===== src/cog_pkg.sv =====
package cog_pkg;
    // register indices as printed; byte address is four times the index
    localparam logic [3:0]  OFFSET_TRIM_IDX     = 4'h2;
    localparam logic [3:0]  GAIN_TRIM_IDX       = 4'h3;
    localparam logic [5:0]  OFFSET_TRIM_ADDR    = {OFFSET_TRIM_IDX, 2'b00};
    localparam logic [5:0]  GAIN_TRIM_ADDR      = {GAIN_TRIM_IDX, 2'b00};
    localparam logic [5:0]  TRIM_STATUS_ADDR    = 6'h10;
    // field positions
    localparam int          OFS_MAG_MSB         = 15;
    localparam int          OFS_MAG_LSB         = 8;
    localparam int          OFS_SIGN_BIT        = 7;
    localparam int          GAIN_MSB            = 15;
    localparam int          GAIN_LSB            = 7;
    // reset values
    localparam logic [15:0] OFFSET_TRIM_RST     = 16'h007F;
    localparam logic [15:0] GAIN_TRIM_RST       = 16'h807F;
    // bus answers
    localparam logic [1:0]  RESP_OKAY           = 2'h0;
    localparam logic [1:0]  RESP_SLVERR         = 2'h2;
endpackage


===== src/cog_trim_regs.sv =====
`timescale 1ns/100ps
// How it works
// Bits 15..8 of the offset register drive the offset magnitude trim code straight out.
// Code 00h means zero offset and FFh the largest, so the code passes unaltered.
// Bit 7 of the offset register drives the offset polarity, zero positive, one negative.
// Reset clears offset magnitude and polarity so no offset is applied until written.
// Bits 15..7 of the full-scale register drive the 9-bit gain trim code straight out.
// Gain codes pass unaltered so zeros, 100000000b and all ones map to low, mid and high.
// Reset loads the gain code 100000000b, which means no gain adjustment.
// Software should keep the gain code in the narrower recommended band.
// A gain write takes effect on the outputs at once with no recalibration request.
// Software writes ones into bits 6..0 of both registers; they have no function.
// Both trim registers are write-only and read back as an error response.
module cog_trim_regs
    import cog_pkg::*;
(
    input  wire logic        CLK_IN,            // 125 MHz clock
    input  wire logic        RESET_N_IN,        // sync reset, active low
    input  wire logic [5:0]  AWADDR_IN,         // write address
    input  wire logic        AWVALID_IN,        // write address valid
    output logic             AWREADY_OUT,       // write address ready
    input  wire logic [31:0] WDATA_IN,          // write data
    input  wire logic [3:0]  WSTRB_IN,          // write byte strobes
    input  wire logic        WVALID_IN,         // write data valid
    output logic             WREADY_OUT,        // write data ready
    output logic [1:0]       BRESP_OUT,         // write response
    output logic             BVALID_OUT,        // write response valid
    input  wire logic        BREADY_IN,         // write response ready
    input  wire logic [5:0]  ARADDR_IN,         // read address
    input  wire logic        ARVALID_IN,        // read address valid
    output logic             ARREADY_OUT,       // read address ready
    output logic [31:0]      RDATA_OUT,         // read data
    output logic [1:0]       RRESP_OUT,         // read response
    output logic             RVALID_OUT,        // read data valid
    input  wire logic        RREADY_IN,         // read data ready
    output logic [7:0]       OFFSET_MAG_OUT,    // offset magnitude trim code
    output logic             OFFSET_NEG_OUT,    // offset polarity, 1 = negative
    output logic [8:0]       GAIN_CODE_OUT      // full-scale trim code
);
    logic        aw_held_reg;
    logic [5:0]  aw_addr_reg;
    logic        w_held_reg;
    logic [31:0] w_data_reg;
    logic [3:0]  w_strb_reg;
    logic        bvalid_reg;
    logic [1:0]  bresp_reg;
    logic        rvalid_reg;
    logic [31:0] rdata_reg;
    logic [1:0]  rresp_reg;
    logic [15:0] offset_trim_reg;
    logic [15:0] gain_trim_reg;
    logic        do_write;
    logic        wr_hit_ofs;
    logic        wr_hit_gain;

    // address and data accepted independently, held until the response leaves
    assign AWREADY_OUT = !aw_held_reg && !bvalid_reg;
    assign WREADY_OUT  = !w_held_reg && !bvalid_reg;
    assign ARREADY_OUT = !rvalid_reg;
    assign BVALID_OUT  = bvalid_reg;
    assign BRESP_OUT   = bresp_reg;
    assign RVALID_OUT  = rvalid_reg;
    assign RDATA_OUT   = rdata_reg;
    assign RRESP_OUT   = rresp_reg;

    // write commits once both halves are held
    assign do_write    = aw_held_reg && w_held_reg && !bvalid_reg;
    assign wr_hit_ofs  = do_write && (aw_addr_reg == OFFSET_TRIM_ADDR);
    assign wr_hit_gain = do_write && (aw_addr_reg == GAIN_TRIM_ADDR);

    // write address capture
    always_ff @(posedge CLK_IN)
    begin
        if (!RESET_N_IN)
        begin
            aw_held_reg <= 1'b0;
            aw_addr_reg <= 6'h00;
        end
        else if (AWVALID_IN && AWREADY_OUT)
        begin
            aw_held_reg <= 1'b1;
            aw_addr_reg <= {AWADDR_IN[5:2], 2'b00};
        end
        else if (do_write)
        begin
            aw_held_reg <= 1'b0;
        end
    end

    // write data capture
    always_ff @(posedge CLK_IN)
    begin
        if (!RESET_N_IN)
        begin
            w_held_reg <= 1'b0;
            w_data_reg <= 32'h0000_0000;
            w_strb_reg <= 4'h0;
        end
        else if (WVALID_IN && WREADY_OUT)
        begin
            w_held_reg <= 1'b1;
            w_data_reg <= WDATA_IN;
            w_strb_reg <= WSTRB_IN;
        end
        else if (do_write)
        begin
            w_held_reg <= 1'b0;
        end
    end

    // write response; unmapped addresses answer with an error
    always_ff @(posedge CLK_IN)
    begin
        if (!RESET_N_IN)
        begin
            bvalid_reg <= 1'b0;
            bresp_reg  <= RESP_OKAY;
        end
        else if (do_write)
        begin
            bvalid_reg <= 1'b1;
            bresp_reg  <= (wr_hit_ofs || wr_hit_gain) ? RESP_OKAY : RESP_SLVERR;
        end
        else if (BREADY_IN)
        begin
            bvalid_reg <= 1'b0;
        end
    end

    // trim registers, byte lanes honoured, reset to no correction
    always_ff @(posedge CLK_IN)
    begin
        if (!RESET_N_IN)
        begin
            offset_trim_reg <= OFFSET_TRIM_RST;
            gain_trim_reg   <= GAIN_TRIM_RST;
        end
        else
        begin
            if (wr_hit_ofs && w_strb_reg[0])
                offset_trim_reg[7:0] <= w_data_reg[7:0];
            if (wr_hit_ofs && w_strb_reg[1])
                offset_trim_reg[15:8] <= w_data_reg[15:8];
            if (wr_hit_gain && w_strb_reg[0])
                gain_trim_reg[7:0] <= w_data_reg[7:0];
            if (wr_hit_gain && w_strb_reg[1])
                gain_trim_reg[15:8] <= w_data_reg[15:8];
        end
    end

    // trim codes to the analog side, taken unaltered from the fields
    assign OFFSET_MAG_OUT = offset_trim_reg[OFS_MAG_MSB:OFS_MAG_LSB];
    assign OFFSET_NEG_OUT = offset_trim_reg[OFS_SIGN_BIT];
    assign GAIN_CODE_OUT  = gain_trim_reg[GAIN_MSB:GAIN_LSB];

    // read channel: trims are write-only, status word shows live codes
    always_ff @(posedge CLK_IN)
    begin
        if (!RESET_N_IN)
        begin
            rvalid_reg <= 1'b0;
            rdata_reg  <= 32'h0000_0000;
            rresp_reg  <= RESP_OKAY;
        end
        else if (ARVALID_IN && ARREADY_OUT)
        begin
            rvalid_reg <= 1'b1;
            if ({ARADDR_IN[5:2], 2'b00} == TRIM_STATUS_ADDR)
            begin
                rdata_reg <= {7'h00, GAIN_CODE_OUT, 7'h00, OFFSET_NEG_OUT,
                              OFFSET_MAG_OUT};
                rresp_reg <= RESP_OKAY;
            end
            else
            begin
                rdata_reg <= 32'h0000_0000;
                rresp_reg <= RESP_SLVERR;
            end
        end
        else if (RREADY_IN)
        begin
            rvalid_reg <= 1'b0;
        end
    end
endmodule


===== config.mk =====
export PLATFORM = sky130hd
export DESIGN_NAME = cog_trim_regs
export DESIGN_NICKNAME = d
export VERILOG_FILES = /design/src/cog_pkg.sv /design/src/cog_trim_regs.sv
export SDC_FILE = /design/constraint.sdc
export NUM_CORES = 1
export LEC_CHECK = 0
export ABC_AREA = 1
export BUFFER_PORTS_ARGS = -buffer_cell sky130_fd_sc_hd__buf_2
export CAP_MARGIN = 20
export CORE_ASPECT_RATIO = 1.75
export CORE_UTILIZATION = 51
export CTS_CLUSTER_DIAMETER = 60
export CTS_CLUSTER_SIZE = 24
export DETAILED_ROUTE_END_ITERATION = 6
export PLACE_DENSITY = 0.85
export SYNTH_ARGS = -nofsm -noshare
export SYNTH_HDL_FRONTEND = slang
export SYNTH_SLANG_ARGS = --single-unit

===== constraint.sdc =====
create_clock -name CLK_IN -period 1.7 [get_ports CLK_IN]
set_input_delay 0.34 -clock CLK_IN [delete_from_list [all_inputs] [get_ports CLK_IN]]
set_output_delay 0.34 -clock CLK_IN [all_outputs]
set_load 0.05 [all_outputs]

-- Yosys cells after proc, flatten, opt, wreduce, memory -nomap -nowiden
Cells that the tools add are included.
- equality and inequality tests: 3
- multiplexer cells: 10
- reductions and logical operators: 22
- operators by type and width (operator ; count):
    25-bit two-way mux ; 1
    1-bit logical AND ; 13
    4-bit by 2-bit == test with 1-bit output (second input constant) ; 2
    2-bit nonzero test ; 4
    1-bit two-way mux ; 7
    4-bit by 3-bit == test with 1-bit output (second input constant) ; 1
    1-bit logical NOT ; 4
    2-bit two-way mux ; 2
    1-bit logical OR ; 1
- register bits: 94
- word-level logic and storage cells: 49

-- Depth between registers and ports, before layout
- depth in word-level cells: 5
- depth in mapped cells: 8

-- Worst setup path after synthesis
OpenSTA, ideal clock, no wires.
- path type: reg-to-reg
- from: register bvalid_reg (netlist: BVALID_OUT)
- to: register aw_addr_reg[2]
- data required time: 1.577 ns
- setup time: 0.123 ns
- arrival time: 1.864 ns
- path slack: -0.287 ns
- stages on the path, launching flop included: 5
- cells stage by stage: dfxtp_1 nor2_1 nand2_1 o21ai_0 a21oi_1
- longest elaborated chain between the ends: 3
- RTL lines (element ; RTL line ; text):
    start, declared ; cog_trim_regs.sv:45 ; logic bvalid_reg;
    start signal, assigned ; cog_trim_regs.sv:116 ; bvalid_reg <= 1'b0;
    start signal, assigned ; cog_trim_regs.sv:121 ; bvalid_reg <= 1'b1;
    start signal, assigned ; cog_trim_regs.sv:126 ; bvalid_reg <= 1'b0;
    1-bit logical NOT ; cog_trim_regs.sv:57 ; assign AWREADY_OUT = !aw_held_reg && !bvalid_reg;
    1-bit logical AND ; cog_trim_regs.sv:57 ;
    via AWREADY_OUT ; cog_trim_regs.sv:21 ; output logic AWREADY_OUT,
    1-bit logical AND ; cog_trim_regs.sv:79 ; else if (AWVALID_IN && AWREADY_OUT)
    end signal, assigned ; cog_trim_regs.sv:82 ; aw_addr_reg <= {AWADDR_IN[5:2], 2'b00};
    end, declared ; cog_trim_regs.sv:41 ; logic [5:0] aw_addr_reg;
The timed path passes the listed nets, and every way through them passes these cells.
A chain may end at the register's enable or synchronous reset.

-- Final worst setup path
- from: register bvalid_reg (netlist: BVALID_OUT)
- to: output port AWREADY_OUT
- longest elaborated chain between the ends: 2
- RTL lines (element ; RTL line):
    1-bit logical NOT ; cog_trim_regs.sv:57
    1-bit logical AND ; cog_trim_regs.sv:57
    end, declared ; cog_trim_regs.sv:21
No other way between the ends.

==> metrics.txt <==
status completed; CTS tree yes; Hold Path Class in -> reg; Hold Path Origin AWADDR_IN[3]; clk slew on worst S/H paths about 0.060 ns; CP Max Fanout 5; die area around 5500 um2; fin crit share 0.877; WHS approximately 0.26 ns; met1 wire length between 1.5 and 2 mm; Hold Buf Count CTS 0; Final Max Tran Viols 0; Pwr per Cell Area approximately 950 nW/um2; diode count 0; Cells after Synth 336; Detail Route Antenna Nets 0; vias in the first global route roughly 2k; commonest cells after routing, fill and taps aside buf_2 (68), nand2_1 (60), dfxtp_1 (56); commonest non-fill, non-tap cell in the layout buf_2; CP startpoint BVALID_OUT; FP Rows 34; Core ar. approximately 5000 um2; Worst VDD drop ~0.85 mV; Placer Congestion approximately 0.77; Synth cell types 25; Post CTS Setup Buffer Count 0; endpoints failing hold 0; DR WL/cell approximately 11 um; Max-Cap Viols 0; top sig layer met4; DR DRC count 0; GR Overflow Total 0; Worst-Margin Slew 0.848 ns; Cell Count, Final, Fillers Out between 400 and 500; Post-Syn Area between 2000 and 3000 um2; critical path endpoint category output pin; Leakage between 1 and 1.5 nW; H-tree depth 3; IO buf count 68; CP required 1.36 ns; CP max stage delay ~0.38 ns; routed wire length on met2 between 2 and 3 mm; initial antenna violation count 0; First-pass DRT Iterations 4; Peak Freq between 0.6 and 0.7 GHz; hpwl dp 3.81 mm; Critical R2R Launch w_held_reg; power consumption a little under 3 mW; Area growth, synth to finish 16.8%; met3 WL post-DR ~220 um; buffer depth of the longest clock path 2; Worst-Skew Late Latency 0.33 ns; fin area ~3100 um2; Vert. Die Dim a little under 100 um; CTS Sinks 57; syn avg cell area about 7.8 um2; clock skew between 0.004 and 0.005 ns; Slew headroom 0.434; Ports 114; crit path cell chain nor2_2 > buf_2; nets@finish ~460; Ys Warns 0; fraction of layout cells with a size suffix above 1 0.299; Largest register FFs 18; type of origin of the critical path flip-flop; FF+latch count, synth 57; RSZ-0062 raised after global routing no; CTS Root Cell clkbuf_8; critical path's top delay family flip-flops; Total GRT Usage 0.203; die width 56.3 um; placed cell areas roughly 2900 um2; Placed Instances about 450; first-pass GRT wire length around 8.6 mm; cts bufs inserted 9; sequential fraction of the synthesis area 0.434; min Tclk post-route between 1 and 1.5 ns; Setup-failing EPs final 0; initial core utilization 0.528; via count ~2.2k; critical path arrival between 1 and 1.5 ns; largest net degree at the start of global routing 37; post-CTS sizing 0; CP max stage cell dfxtp_1; utilization after layout 0.617; routed vias/inst 4.83; kind of critical path reg -> out; DR iter-0 viols 54; CP bufs+invs 1; routed wire length ~5.1 mm
## through the flow
step           TNS (ns)  worst slack, ns
3_5_place_dp          0            0.273
5_1_grt               0           0.0930
4_1_cts               0            0.177
3_3_place_gp          0            0.313
2_1_floorplan   -0.0558          -0.0155
6_report              0            0.209
## layout make-up
class | count | area (um2)
well taps | 54 | 67.6
inverters | 52 | 199
clock buffers | 13 | 159
repair buffers | 75 | 393
flip-flops and latches | 57 | 1140
multi-input cells | 208 | 1100
fillers | 449 | 1910
clock inverters | 3 | 15.0
## report_power, final
part / internal [mW] / switching (mW) / total (mW)
Sequential: 1.38 / 0.0362 / 1.42
Clock: 0.601 / 0.495 / 1.10
Combinational: 0.0973 / 0.295 / 0.392
## final timing paths
check,to,slack (ns),cells past startpoint
worst max-delay path,AWREADY_OUT,0.21,2
worst min-delay path,aw_addr_reg[3],0.26,3
worst max register to register,offset_trim_reg[7],0.25,7
worst min register to register,RDATA_OUT[0],0.46,2
## synthesized netlist by cell type
library cell  count  area [um2]
nor2_8            1        20.0
o21ai_1          10        50.1
nand3_2           9        90.1
nand3_1          13        65.1
or2_4             1        8.76
a21oi_1          25         125
nand3_4           2        35.0
buf_4            17         128
o21a_1            1        7.51
conb_1            1        3.75
nor3b_1           1        7.51
buf_6             6        67.6
a21oi_2           9        78.8
o21ai_2           1        8.76
clkbuf_1          2        7.51
nand4_1          18         113
nand2_1          60         225
inv_1            52         195
nor2_4            3        33.8
buf_12            1        20.0
nand2_2           3        18.8
buf_2             8        40.0
dfxtp_1          57        1140
o21ai_0           6        30.0
nor2_1           29         109
## worst reg2reg max path, stage by stage, from the launching register on
cell and delay [ns]:
dfxtp_1 0.43, nand2_2 0.09, nor2_4 0.35, buf_4 0.24
nand3_1 0.08, nand2_1 0.08, inv_1 0.04, nor2_1 0.08
## cell families after synthesis
kind of cell,count (synthesis),share of synthesized area
AO/OA/AOI/OAI,52,0.114
buffers and inverters,86,0.174
flip-flops,57,0.434
other,1,0.00143
AND/OR/NAND/NOR,140,0.276
## routing by layer
layer  global-route usage  up-vias
met4                0.133        0
li1                     -     1164
met1                0.200      994
met2                0.365       66
met3               0.0468        8
met5                    0        -
Power figures use the tool's default switching activity.
